`config.mk`:
```
export PLATFORM = sky130hd
export DESIGN_NAME = bsram_host
export DESIGN_NICKNAME = d
export VERILOG_FILES = /design/src/logic/bsram_pkg.sv /design/src/logic/bsram_host.sv /design/src/logic/bsram_timer.sv
export SDC_FILE = /design/constraint.sdc
export NUM_CORES = 1
export LEC_CHECK = 0
export ABC_AREA = 0
export BUFFER_PORTS_ARGS = -buffer_cell sky130_fd_sc_hd__buf_4
export CAP_MARGIN = 20
export CORE_ASPECT_RATIO = 2
export CORE_MARGIN = 2
export CORE_UTILIZATION = 54
export CTS_BUF_LIST = sky130_fd_sc_hd__clkbuf_8
export DETAILED_ROUTE_END_ITERATION = 10
export PLACE_DENSITY = 0.82
export REMOVE_ABC_BUFFERS = 1
export SLEW_MARGIN = 20
export SYNTH_ARGS = -nofsm -noshare
export SYNTH_HDL_FRONTEND = slang
export SYNTH_SLANG_ARGS = --single-unit
```
`constraint.sdc`:
```
create_clock -name clk_sys -period 2.85 [get_ports clk_sys]
set_clock_uncertainty 0.2 [all_clocks]
set_input_delay 0.4275 -clock clk_sys [delete_from_list [all_inputs] [get_ports clk_sys]]
set_output_delay 0.4275 -clock clk_sys [all_outputs]
set_load 0.05 [all_outputs]
```
`src/logic/bsram_pkg.sv`:
```
// package for the banked static memory host controller
// assumes a 250 MHz system clock and a clockless memory module on pins
`default_nettype none

package bsram_pkg;

  // ************************************************************
  // geometry
  // ************************************************************
  localparam int BANKS      = 8;
  localparam int WADDR_W    = 15;
  localparam int BANK_W     = 3;
  localparam int BADDR_W    = WADDR_W + BANK_W;
  localparam int DATA_W     = 8;

  // ************************************************************
  // timing, ns as printed, then cycles at the system rate
  // ************************************************************
  localparam int CLK_PERIOD_NS    = 4;
  localparam int CYCLE_NS         = 120;
  localparam int WE_PULSE_NS      = 80;
  localparam int SEL_VALID_NS     = 105;
  localparam int DATA_SETUP_NS    = 50;
  localparam int ACCESS_NS        = 120;
  localparam int OE_ACCESS_NS     = 60;
  localparam int FLOAT_NS         = 45;
  localparam int RET_LEAD_NS      = 0;

  // least times round up, at least one cycle
  localparam int CYCLE_CYC     =
    (CYCLE_NS + CLK_PERIOD_NS - 1) / CLK_PERIOD_NS;
  localparam int WE_PULSE_CYC  =
    (WE_PULSE_NS + CLK_PERIOD_NS - 1) / CLK_PERIOD_NS;
  localparam int SEL_VALID_CYC =
    (SEL_VALID_NS + CLK_PERIOD_NS - 1) / CLK_PERIOD_NS;
  localparam int DATA_SETUP_CYC =
    (DATA_SETUP_NS + CLK_PERIOD_NS - 1) / CLK_PERIOD_NS;
  // the device answers within these; the host waits them out in full
  localparam int ACCESS_CYC    =
    (ACCESS_NS + CLK_PERIOD_NS - 1) / CLK_PERIOD_NS;
  localparam int OE_ACCESS_CYC =
    (OE_ACCESS_NS + CLK_PERIOD_NS - 1) / CLK_PERIOD_NS;
  localparam int FLOAT_CYC     =
    (FLOAT_NS + CLK_PERIOD_NS - 1) / CLK_PERIOD_NS;
  localparam int RET_LEAD_CYC  = (RET_LEAD_NS + CLK_PERIOD_NS - 1)
                                 / CLK_PERIOD_NS > 0 ?
                                 (RET_LEAD_NS + CLK_PERIOD_NS - 1)
                                 / CLK_PERIOD_NS : 1;

  localparam int CNT_W = 8;

  typedef enum logic [2:0] {
    BSRAM_IDLE,
    BSRAM_RD,
    BSRAM_WR,
    BSRAM_FLOAT,
    BSRAM_RETAIN,
    BSRAM_RECOVER
  } bsram_state_e;

endpackage

`default_nettype wire

```
`src/logic/bsram_host.sv`:
```
// host controller driving a banked asynchronous static memory module
// assumes the module's pins are joined by the bench; data pins are
// three signals; all inputs synchronous to clk_sys
//
// Overview of operation
// - fifteen bit word address shared by banks
// - host drives at most one bank select
// - write strobe stays high through read cycles
// - every cycle lasts at least 120 ns
// - write pulse 80, select 105, setup 50
// - deselect before retention, recover one cycle
// - no access while supply is lowered
`default_nettype none

module bsram_host #(
  parameter int BANKS   = bsram_pkg::BANKS,
  parameter int WADDR_W = bsram_pkg::WADDR_W,
  parameter int DATA_W  = bsram_pkg::DATA_W
) (
  // clock and reset
  input  wire logic                      clk_sys,
  input  wire logic                      nrst,
  // user request
  input  wire logic                      req_valid,
  input  wire logic                      req_write,
  input  wire logic [bsram_pkg::BADDR_W-1:0] req_addr,
  input  wire logic [DATA_W-1:0]         req_wdata,
  output logic                           req_ready,
  output logic                           rsp_valid,
  output logic [DATA_W-1:0]              rsp_rdata,
  // retention control
  input  wire logic                      retain_req,
  output logic                           retain_ok,
  // memory pins
  output logic [BANKS-1:0]               bank_select_n,
  output logic [WADDR_W-1:0]             word_addr,
  output logic                           write_n,
  output logic                           output_n,
  input  wire logic [DATA_W-1:0]         data_lines_i,
  output logic [DATA_W-1:0]              data_lines_o,
  output logic                           data_lines_oe
);

  // ************************************************************
  // checks
  // ************************************************************
  // the timer must hold the longest count
  if (BANKS != (1 << bsram_pkg::BANK_W) ||
      WADDR_W != bsram_pkg::WADDR_W || DATA_W < 1 ||
      bsram_pkg::CYCLE_CYC >= (1 << bsram_pkg::CNT_W))
  begin
    $error("bsram_host: unsupported geometry");
  end

  localparam int CW = bsram_pkg::CNT_W;
  localparam logic [CW-1:0] RD_CYC  = CW'(bsram_pkg::CYCLE_CYC);
  localparam logic [CW-1:0] WP_CYC  = CW'(bsram_pkg::SEL_VALID_CYC);
  localparam logic [CW-1:0] WE_CYC  = CW'(bsram_pkg::WE_PULSE_CYC);
  localparam logic [CW-1:0] TAIL_CYC =
    CW'(bsram_pkg::CYCLE_CYC - bsram_pkg::SEL_VALID_CYC);
  localparam logic [CW-1:0] FL_CYC  = CW'(bsram_pkg::FLOAT_CYC);
  localparam logic [CW-1:0] RL_CYC  = CW'(bsram_pkg::RET_LEAD_CYC);

  // ************************************************************
  // state
  // ************************************************************
  typedef struct packed {
    bsram_pkg::bsram_state_e st;
    logic                    tail;
    logic [BANKS-1:0]        sel_n;
    logic [WADDR_W-1:0]      addr;
    logic                    we_n;
    logic                    oe_n;
    logic [DATA_W-1:0]       dout;
    logic                    doe;
    logic                    ready;
    logic                    rvalid;
    logic [DATA_W-1:0]       rdata;
    logic                    ret_ok;
  } bsram_host_s;

  bsram_host_s s_q;
  bsram_host_s s_d;
  logic          t_load;
  logic [CW-1:0] t_val;
  logic          t_done;

  bsram_timer #(
    .CNT_W (CW)
  ) u_timer (
    .clk_sys  (clk_sys),
    .nrst     (nrst),
    .load     (t_load),
    .load_val (t_val),
    .done     (t_done)
  );

  // ************************************************************
  // sequencer
  // ************************************************************
  always_comb
  begin
    s_d        = s_q;
    t_load     = 1'b0;
    t_val      = '0;
    s_d.rvalid = 1'b0;
    unique case (s_q.st)
      bsram_pkg::BSRAM_IDLE:
      begin
        if (retain_req)
        begin
          // deselect all banks before supply drops
          s_d.sel_n = '1;
          s_d.ready = 1'b0;
          s_d.st    = bsram_pkg::BSRAM_RETAIN;
          t_load    = 1'b1;
          t_val     = RL_CYC;
        end
        else if (req_valid && s_q.ready)
        begin
          s_d.ready = 1'b0;
          s_d.addr  = req_addr[WADDR_W-1:0];
          s_d.sel_n = ~(BANKS'(1) << req_addr[bsram_pkg::BADDR_W-1:
                                             WADDR_W]);
          t_load    = 1'b1;
          if (req_write)
          begin
            s_d.oe_n = 1'b1;
            s_d.we_n = 1'b0;
            s_d.dout = req_wdata;
            s_d.doe  = 1'b1;
            s_d.tail = 1'b0;
            s_d.st   = bsram_pkg::BSRAM_WR;
            t_val    = WP_CYC;
          end
          else
          begin
            s_d.we_n = 1'b1;
            s_d.oe_n = 1'b0;
            s_d.st   = bsram_pkg::BSRAM_RD;
            t_val    = RD_CYC;
          end
        end
      end
      bsram_pkg::BSRAM_RD:
      begin
        if (t_done)
        begin
          // sample once the full access time has passed
          s_d.rdata  = data_lines_i;
          s_d.rvalid = 1'b1;
          s_d.oe_n   = 1'b1;
          s_d.sel_n  = '1;
          s_d.st     = bsram_pkg::BSRAM_FLOAT;
          t_load     = 1'b1;
          t_val      = FL_CYC;
        end
      end
      bsram_pkg::BSRAM_WR:
      begin
        if (t_done && !s_q.tail)
        begin
          // strobe held past the pulse and select minimum; the byte
          // has stood far longer than its setup before this edge
          s_d.we_n = 1'b1;
          s_d.tail = 1'b1;
          t_load   = 1'b1;
          t_val    = TAIL_CYC;
        end
        else if (t_done)
        begin
          // data held four edges past the strobe rise
          s_d.doe   = 1'b0;
          s_d.sel_n = '1;
          // ready always returns; idle gives retention priority, so a
          // short retention pulse here cannot leave the host stuck
          s_d.st    = bsram_pkg::BSRAM_IDLE;
          s_d.ready = 1'b1;
        end
      end
      bsram_pkg::BSRAM_FLOAT:
      begin
        // wait for the device to let go of the data lines
        if (t_done)
        begin
          s_d.st    = bsram_pkg::BSRAM_IDLE;
          s_d.ready = 1'b1;
        end
      end
      bsram_pkg::BSRAM_RETAIN:
      begin
        s_d.ret_ok = t_done;
        if (!retain_req)
        begin
          // supply restored: hold off one read cycle time
          s_d.ret_ok = 1'b0;
          s_d.st     = bsram_pkg::BSRAM_RECOVER;
          t_load     = 1'b1;
          t_val      = RD_CYC;
        end
      end
      bsram_pkg::BSRAM_RECOVER:
      begin
        // requests stay refused until the recovery time has passed
        if (t_done)
        begin
          s_d.st    = bsram_pkg::BSRAM_IDLE;
          s_d.ready = 1'b1;
        end
      end
    endcase
  end

  always_ff @(posedge clk_sys or negedge nrst)
  begin
    if (!nrst)
    begin
      s_q        <= '0;
      s_q.st     <= bsram_pkg::BSRAM_IDLE;
      s_q.sel_n  <= '1;
      s_q.we_n   <= 1'b1;
      s_q.oe_n   <= 1'b1;
      s_q.ready  <= 1'b1;
    end
    else
    begin
      s_q <= s_d;
    end
  end

  assign req_ready     = s_q.ready;
  assign rsp_valid     = s_q.rvalid;
  assign rsp_rdata     = s_q.rdata;
  assign retain_ok     = s_q.ret_ok;
  assign bank_select_n = s_q.sel_n;
  assign word_addr     = s_q.addr;
  assign write_n       = s_q.we_n;
  assign output_n      = s_q.oe_n;
  assign data_lines_o  = s_q.dout;
  assign data_lines_oe = s_q.doe;

endmodule

`default_nettype wire

```
`src/logic/bsram_timer.sv`:
```
// down counter used for every pin timing of the host controller
// assumes a load pulse and a single synchronous clock domain
`default_nettype none

module bsram_timer #(
  parameter int CNT_W = 8
) (
  // clock and reset
  input  wire logic             clk_sys,
  input  wire logic             nrst,
  // control
  input  wire logic             load,
  input  wire logic [CNT_W-1:0] load_val,
  // status
  output logic                  done
);

  typedef struct packed {
    logic [CNT_W-1:0] cnt;
  } bsram_tmr_s;

  bsram_tmr_s s_q;
  bsram_tmr_s s_d;

  always_comb
  begin
    s_d = s_q;
    if (load)
    begin
      s_d.cnt = load_val;
    end
    else if (s_q.cnt != '0)
    begin
      s_d.cnt = s_q.cnt - CNT_W'(1);
    end
  end

  always_ff @(posedge clk_sys or negedge nrst)
  begin
    if (!nrst)
    begin
      s_q <= '0;
    end
    else
    begin
      s_q <= s_d;
    end
  end

  // no load term: the sequencer loads on done, so one would close a
  // combinational loop through it
  assign done = (s_q.cnt == '0);

endmodule

`default_nettype wire

```
Word level (Yosys, flattened, before mapping)
Cells that the tools add are included.
- bits of input ports: 39
- word-level logic and storage cells: 99
- output and inout port bits: 45
- bits in registers: 57
- bitwise operators: 2
- multiplexer cells: 45
- shifts and indexed selects: 1
- add/sub/neg operators: 1
- eq/ne operators: 15
- reductions and logical operators: 22
- operators with widths (operator ; count):
    $mux W8 ; 7
    $mux W39 ; 1
    $pmux W8 S4 ; 1
    $mux W9 ; 3
    $pmux W8 S3 ; 1
    $mux W3 ; 6
    $ne A2 B2 Y1 const B ; 8
    $reduce_and A4 Y1 ; 4
    $pmux W3 S5 ; 1
    $mux W1 ; 11
    $mux W11 ; 1
    $mux W2 ; 5
    $reduce_and A5 Y1 ; 2
    $logic_not A8 Y1 ; 1
    $not A8 Y8 ; 1
    $pmux W1 S2 ; 4
    $reduce_bool A8 Y1 ; 1
    $shl A1 B3 Y8 const A ; 1
    $sub A8 B1 Y8 const B ; 1
    $eq A3 B2 Y1 const B ; 2
    $eq A3 B3 Y1 const B ; 2
    $reduce_and A3 Y1 ; 2
    $reduce_and A6 Y1 ; 1
    $reduce_bool A2 Y1 ; 3
    14 further kinds ; 16

Logic depth before layout (Yosys ltp)
Gate-level depths: netlist (run 1).
- depth after elaboration: 5
- depth in mapped cells: 8

Modules after synthesis
Synthesis (run 1) repeated with hierarchy kept, for this count alone.
- cells, all modules: 279
- area, all modules: 3114.2 µm²
- modules (own cells, without submodules) (module ; times used ; cells an instance ; area an instance (µm²)):
    bsram_host ; 1 ; 225 ; 2626.3
    bsram_timer ; 1 ; 54 ; 488.0

Least setup slack after synthesis (run 1)
No wires, ideal clock.
- path type: register -> register
- start: reg u_timer.s_q[0] (netlist bit)
- end: reg s_q, in the netlist rsp_rdata[0]
- stages on the path, launching flop included: 8
- arrival time: 1913 ps
- slack: 612 ps
- buffers on the path: 2
- required time: 2525 ps
- library setup time: 125 ps
- clock period less this slack: 2238 ps
- cells stage by stage: dfrtp_1 inv_1 ha_1 or4b_1 buf_6 nor3_2 buf_4 mux2_2
- word-level cells in the longest chain between the ends: 2
- RTL lines (element ; RTL line ; source):
    start, declared ; bsram_timer.sv:22 ; bsram_tmr_s s_q;
    start signal, assigned ; bsram_timer.sv:42 ; s_q <= '0;
    start signal, assigned ; bsram_timer.sv:46 ; s_q <= s_d;
    $logic_not A8 Y1 ; bsram_timer.sv:52 ; assign done = (s_q.cnt == '0);
    $reduce_and A2 Y1 (no line) ; -- ;
    end, declared ; bsram_host.sv:82 ; bsram_host_s s_q;
No other way between the ends.
A chain may end at the register's enable or synchronous reset.

Worst setup path after layout (run 1)
- start: reg u_timer.s_q[0] (netlist bit)
- end: reg s_q, in the netlist bank_select_n[6]
- word-level cells in the longest chain between the ends: 4
- RTL lines (element ; RTL line):
    $logic_not A8 Y1 * ; bsram_timer.sv:52
    $mux W8 / $logic_and A1 B1 Y1 (equally long branches) ; --
    $mux W8 / $ne A2 B2 Y1 (equally long branches) ; --
    $pmux W8 S3 / $reduce_and A3 Y1 (equally long branches) ; --
Every way passes the cells marked *; elsewhere a longest branch is shown, timed or not. The select of a mux whose other input is x is not followed.

==> results of run 1 <==
tightest hold or removal path, delay by kind of cell:
kind / cells / cell delay, ns
buffers and inverters: 1 / 0.07
and+or+nand+nor: 2 / 0.08
report_power, final:
part / internal [µW] / switching, µW
combinational: 428 / 753
sequential: 1030 / 150
clock: 331 / 320
total: 1790 / 1220
flip-flops by register name (all words and copies together) (netlist names):
name / cells
word_addr: 15
bank_select_n: 8
data_lines_o: 8
rsp_rdata: 8
u_timer.s_q: 8
s_q: 4
data_lines_oe: 1
output_n: 1
req_ready: 1
retain_ok: 1
rsp_valid: 1
write_n: 1
area by class of cell:
| type | instances | area (µm²) |
|---|---|---|
| Timing Repair Buffer | 90 | 678 |
| Inverter | 6 | 22.5 |
| Clock inverter | 6 | 36.3 |
| Tap cell | 60 | 75.1 |
| Sequential cell | 57 | 1440 |
| Clock buffer | 10 | 138 |
| Fill cell | 456 | 1860 |
| Multi-Input combinational cell | 179 | 1170 |
what timing repair did:
| action | in CTS | in global routing |
|---|---|---|
| setup buffers | 0 | 0 |
| gates resized for setup | 0 | 0 |
| hold endpoints to repair | 46 | 0 |
| hold buffers | 1 | 0 |
worst paths after layout:
check,from,endpoint,slack (ns)
setup reg to reg,u_timer.s_q[0],bank_select_n[6],0.49
hold reg to reg,output_n,output_n,0.28
setup / recovery,u_timer.s_q[0],bank_select_n[6],0.49
hold / removal,req_addr[14],word_addr[14],0.08
max in group asynchronous,nrst,s_q[48],1.49
min in group asynchronous,nrst,data_lines_o[1],0.49
stage by stage:
| stage | hold slack, ns | cells | util (%) |
|---|---|---|---|
| 5_1_grt | 0.0715 | 408 | 65.6 |
| 2_1_floorplan | -0.0681 | 242 | - |
| 6_report | 0.0758 | 408 | 65.6 |
| 3_3_place_gp | 0.250 | 391 | 62.2 |
| 3_5_place_dp | 0.260 | 391 | 62.2 |
| 4_1_cts | 0.0587 | 408 | 65.6 |
cell usage in the layout, fill, tap and decap left out, types with 2 or more instances in the layout:
| cell | n |
|---|---|
| xnor2_1 | 3 |
| nor3b_1 | 3 |
| nor2_1 | 6 |
| a21oi_1 | 8 |
| o31ai_1 | 2 |
| clkinv_2 | 2 |
| nor3_1 | 7 |
| or3b_2 | 2 |
| dfrtp_1 | 46 |
| nor3_4 | 2 |
| o21ai_0 | 18 |
| buf_4 | 89 |
| nand2b_1 | 2 |
| or3_1 | 5 |
| o211ai_1 | 2 |
| clkbuf_8 | 10 |
| inv_1 | 7 |
| nand2_1 | 56 |
| or4_1 | 2 |
| clkinvlp_4 | 3 |
| dfstp_2 | 11 |
| o21a_1 | 2 |
| nand3_1 | 2 |
| o31a_1 | 2 |
| or4b_1 | 3 |
| mux2_2 | 24 |
cells by family (layout without fill, tap and decap cells):
| logic type | after synthesis | count (layout) |
|---|---|---|
| simple gates | 102 | 102 |
| flops | 57 | 57 |
| buf+inv | 57 | 112 |
| compound gates | 47 | 47 |
| mux | 25 | 25 |
| xor+xnor | 4 | 4 |
| fa+ha+maj | 1 | 1 |
per-layer routing:
metal | vias to the layer above | global-route usage (%)
li1 | 1078 | -
met1 | 1105 | 23.6
met2 | 87 | 40.4
met3 | 26 | 5.88
met4 | 0 | 14.6
met5 | - | 0
synthesized netlist by cell type (all sizes together) (2+ instances only):
master / instances / area (µm²)
nand2b: 2 / 12.5
a21oi: 8 / 40.0
or3: 5 / 31.3
o31a: 2 / 17.5
or3b: 2 / 17.5
nand2: 56 / 210
mux2: 24 / 270
o21a: 2 / 15.0
buf: 45 / 332
nor3: 10 / 77.6
dfstp: 11 / 289
clkbuf: 6 / 42.5
inv: 6 / 22.5
xnor2: 3 / 26.3
nor3b: 3 / 22.5
or4b: 3 / 30.0
or4: 3 / 23.8
nand3: 2 / 10.0
o21ai: 18 / 90.1
o211ai: 2 / 15.0
dfrtp: 46 / 1150
nor2: 7 / 33.8
o31ai: 2 / 15.0
==> run_results.csv, run 1 <==
group,metric,value,unit
die,initial_utilization,55.4,%
routing,detail_route.wirelength.met1,2.28,mm
yosys,avgSynthCellArea,10.3,µm²
yosys,synth_top_family_by_area,"simple AND/OR/NAND/NOR gates",
yosys,synth_compound_area_share,10.1,%
yosys,yosys.area_share.adder,0.416,%
timing,min_period,2.36,ns
yosys,synthMuxAreaShare,9.33,%
worst_setup_path,critPathMaxFanout,8,
yosys,yosysWarnings,0,
timing,setup_viol,0,
worst_setup_path,cp.depth,7,
run,max-cap-violations,0,
yosys,ys_seq_elements,57,
routing,firstDrtPassIters,4,
yosys,async_flop_share,100,%
global_route,grt_pass1_vias,2223,
yosys,ys_types,55,
clock_network,cts.sinks,57,
routing,via_count,2296,
routing,dr.first_iter.drc_count,55,
routing,via_per_inst,5.63,
timing,max_freq,423,MHz
die,die_area,0.00621,mm²
die,die_h,109,µm
timing,fin_ws,0.488,ns
global_route,grt.overflow.total,0,
die,io_pins,84,
run_status,status,"completed",
place,dp_hpwl,4.93,mm
worst_setup_path,worstSetupEndpointType,"register",
finish,antennaDiodeCount,0,
power,total_leakage_power,0.00176,µW
worst_setup_path,required,2.91,ns
worst_setup_path,start_kind,"register",
finish,nets,383,
clock_network,clockRootBuffer,"clkbuf_8",
clock_network,h-tree-depth,3,
power,power,3010,µW
worst_setup_path,crit_family,"simple AND/OR/NAND/NOR gates",
finish,syn2layout_area_growth,18.4,%
worst_setup_path,crit_chain,"inv_1 -> ha_1 -> or4b_1 -> buf_4 -> nor3_4 -> nor3_4 -> mux2_2",
global_route,grt_max_degree,58,
die,die_w,56.7,µm
timing,rsz0062_at_grt,"no",
clock_network,clk_pin_slew,0.06,ns
clock_network,cts_tree,"yes",
power,powerDensity,847,mW/mm²
yosys,seq_area_frac_synth,47.9,%
die,fp-row-count,38,
timing,slew_violations,0,
yosys,synthSimpleGateAreaFrac,17.9,%
finish,final_layout_size_suffix_gt1_share,42.5,%
global_route,track_usage,22.9,%
timing,max_slew_margin,53.3,%
hold_path,hold_path.class,"in -> reg",
yosys,syn_inst,293,
place,post-place-ws,0.506,ns
hold_path,min_path_cells,3,
worst_setup_path,crit_buf_inv,2,
routing,wl,6.63,mm
worst_setup_path,worstSetupPathType,"reg -> reg",
clock_network,clock_path_buffers,2,
routing,drcViolationCount,0,
yosys,yosys.area_share.xor_xnor,1.17,%
power,ir_drop,0.608,mV
clock_network,clock_latency,0.34,ns
worst_setup_path,crit_path_frequent_cell,"nor3_4",
yosys,netlist_area,0.00300,mm²
die,coreArea,0.00542,mm²
yosys,synth-edff-count,0,
routing,ant_nets,0,
worst_setup_path,slowest_delay,0.50,ns
routing,highest_layer,"met4",
worst_setup_path,crit_slowest_cell,"or4b_1",
timing,hold_viol_final,0,
timing,tns,0,ns
timing,tightestPinTransition,0.700,ns
worst_setup_path,reg2reg_depth,7,
place,gp_congestion,0.897,
routing,met2_length,3.69,mm
clock_network,cts_buffers,9,
place,placed_cell_area,0.00337,mm²
global_route,antenna_found_initial,0,
worst_setup_path,worstPathArrival,2.42,ns
place,io_buffers,83,
timing,post-route-period-util,82.9,%
yosys,synth_flop_cell,"dfrtp_1",
global_route,grt_pass1_wl,10.6,mm
routing,wl_met3,308,µm
finish,design_area,0.00356,mm²
routing,wl_per_cell,16.2,µm
Power figures use the tool's default switching activity.
==> run 2, diff against run 1 <==
Settings changed: ABC_AREA 0 to 1, CORE_UTILIZATION 54 to 55, PLACE_DENSITY 0.82 to 0.83.
Clock period 2.85 ns to 2.2 ns, I/O delays scaled along.
==> run 2 against run 1 <==
Against the previous run:
- total power grew 120%
- non-clock buffer count increased by 28
- via count is 16% higher
- die area is 2.3% higher
- first-iteration DRC count is 150% higher
- global-route usage grew 2.6 points
- design area grew 12%
==> run_results.csv, run 2 <==
group,metric,value,unit
routing,wl,7.59,mm
timing,tightestPinTransition,0.688,ns
clock_network,clock_latency,0.34,ns
timing,max_slew_margin,54.1,%
worst_setup_path,worstSetupEndpointType,"register",
finish,nets,506,
yosys,yosysTopAreaCell,"dfrtp_1",
power,powerDensity,1670,mW/mm²
die,die_w,57.4,µm
place,placed_cell_area,0.00348,mm²
global_route,grt.overflow.total,0,
yosys,synth_top_area_share,36.7,%
yosys,synth_compound_area_share,4.87,%
die,coreArea,0.00547,mm²
timing,max_freq,491,MHz
yosys,ys_seq_elements,57,
worst_setup_path,critPathMaxFanout,11,
yosys,ys_types,35,
place,dp.cells,483,
global_route,grt_pass1_vias,2773,
timing,setup_viol,0,
yosys,netlist_area,0.00313,mm²
yosys,synth_flop_cell,"dfrtp_1",
timing,fin_ws,0.162,ns
die,die_h,111,µm
finish,fin_cells,531,
routing,ant_nets,0,
place,io_buffers,83,
worst_setup_path,r2r_setup_slack,0.16,ns
hold_path,hold_path.class,"in -> reg",
power,ir_drop,1.22,mV
power,total_leakage_power,0.00213,µW
global_route,track_usage,25.5,%
yosys,synth_top_family_by_area,"simple AND/OR/NAND/NOR gates",
yosys,yosysMostFrequentCell,"nand2_1",
finish,final_cell_mix,"nand2_1 (159), buf_4 (86), dfrtp_1 (46)",
die,initial_utilization,57.3,%
clock_network,h-tree-depth,3,
routing,dr.first_iter.drc_count,135,
yosys,async_flop_share,100,%
global_route,grt_pass1_wl,12.5,mm
timing,slew_violations,0,
clock_network,cts.sinks,57,
finish,fillers,405,
clock_network,cts-resized-gates,0,
clock_network,cts_buffers,9,
worst_setup_path,worstSetupPathType,"reg -> reg",
yosys,synthMuxAreaShare,0,%
place,dp_hpwl,5.14,mm
run,max-cap-violations,0,
routing,wl_per_cell,14.3,µm
routing,firstDrtPassIters,4,
timing,post-route-period-util,92.6,%
finish,seq_area,0.00144,mm²
finish,design_area,0.00400,mm²
run_status,status,"completed",
finish,largest_register_ffs,15,
yosys,yosys.area_share.adder,0.399,%
yosys,synth_commonest_cells,"nand2_1 (159), dfrtp_1 (46), buf_4 (39)",
yosys,syn_inst,383,
yosys,synthSimpleGateAreaFrac,31.3,%
clock_network,clk_pin_slew,0.06,ns
routing,drcViolationCount,0,
yosys,yosys.area_share.xor_xnor,1.68,%
die,io_pins,84,
yosys,synth_area_leaders,"dfrtp_1 (37%), nand2_1 (19%), buf_4 (9.3%)",
finish,antennaDiodeCount,0,
timing,rsz0062_at_grt,"no",
hold_path,min_path_cells,5,
place,post-place-ws,0.191,ns
yosys,synth-edff-count,0,
global_route,antenna_found_initial,0,
clock_network,clock_path_buffers,2,
worst_setup_path,required,2.28,ns
clock_network,cts_tree,"yes",
finish,syn2layout_area_growth,27.6,%
place,gp_congestion,0.939,
yosys,avgSynthCellArea,8.18,µm²
die,die_area,0.00636,mm²
timing,hold_viol_final,0,
worst_setup_path,worstPathArrival,2.12,ns
timing,whs,0.158,ns
die,fp-row-count,38,
timing,min_period,2.04,ns
yosys,seq_area_frac_synth,45.9,%
clock_network,clockRootBuffer,"clkbuf_8",
global_route,grt_max_degree,58,
routing,via_per_inst,5.02,
finish,layout_commonest_cell,"nand2_1",
routing,via_count,2665,
yosys,yosysWarnings,0,
finish,final_layout_size_suffix_gt1_share,31.8,%
worst_setup_path,reg2reg_depth,9,
finish,finish.utilization,73.2,%
worst_setup_path,start_kind,"register",
finish,multi_input_area,0.00120,mm²
[run 2: cell types whose count changed after synthesis, sizes merged, moves of 5 or more]
cell and delta:
clkbuf -6, nand3 +11, nand2 +113, or3 -5, inv +23, nor2 +25, mux2 -24, nor3 -5
o21ai -7
[run 2: final timing paths]
path,startpoint,end
worst max register to register,u_timer.s_q[0],rsp_rdata[0]
worst min-delay path,req_addr[17],bank_select_n[3]
min in group asynchronous,nrst,s_q[45]
worst min register to register,bank_select_n[0],bank_select_n[0]
max in group asynchronous,nrst,rsp_valid
worst max-delay path,u_timer.s_q[0],rsp_rdata[0]
[run 2: cell type report]
cell class                 instances  share of cell area (%)
sequential                        57                    36.0
clock buffer                      11                    3.78
clock inverter                     5                    1.19
tap                               60                    1.88
timing repair buffer             118                    24.1
inverter                          30                    3.07
multi-input combinational        250                    29.9
[run 2: power by group]
group | leakage (µW) | switching (µW) | internal [µW]
Clock | 0.000112 | 403 | 572
Sequential | 0.000681 | 327 | 1610
Combinational | 0.00133 | 2610 | 1160
Total | 0.00213 | 3340 | 3340
[run 2: layer usage]
metal / up-vias / track usage (%) / share of wire (%) / wire (µm)
met5: - / 0 / 0 / 0
met4: 0 / 16.6 / 3.9 / 295
met3: 23 / 3.85 / 3.1 / 237
met2: 70 / 45.8 / 58 / 4430
met1: 1270 / 25.6 / 35 / 2630
li1: 1302 / - / - / -
[run 2: logic make-up (layout without fill, tap and decap cells)]
kind of cell | count (synthesis) | in the layout
AO/OA/AOI/OAI | 22 | 22
flip-flops | 57 | 57
buffers and inverters | 76 | 164
adder cells (fa/ha/maj) | 1 | 1
AND/OR/NAND/NOR | 221 | 221
XOR/XNOR | 6 | 6
[run 2: per-stage QoR]
stage,setup TNS [ns],total power [µW]
floorplan,-0.212,4590
global placement,0,5550
detailed placement,0,5650
CTS,0,6690
global route,0,7050
finish,0,6680
[run 2: critical path, stage by stage (launching register included)]
cell	delay, ns
dfrtp_1	0.39
inv_1	0.08
ha_1	0.23
nand2_1	0.11
nor2_4	0.30
buf_4	0.21
nand2_4	0.10
clkinv_1	0.17
nand2_1	0.10
nand2_1	0.08
[run 2: timing repair]
item	CTS	global route
endpoints found under the hold margin	77	0
setup buffers	0	0
hold buffers	32	0
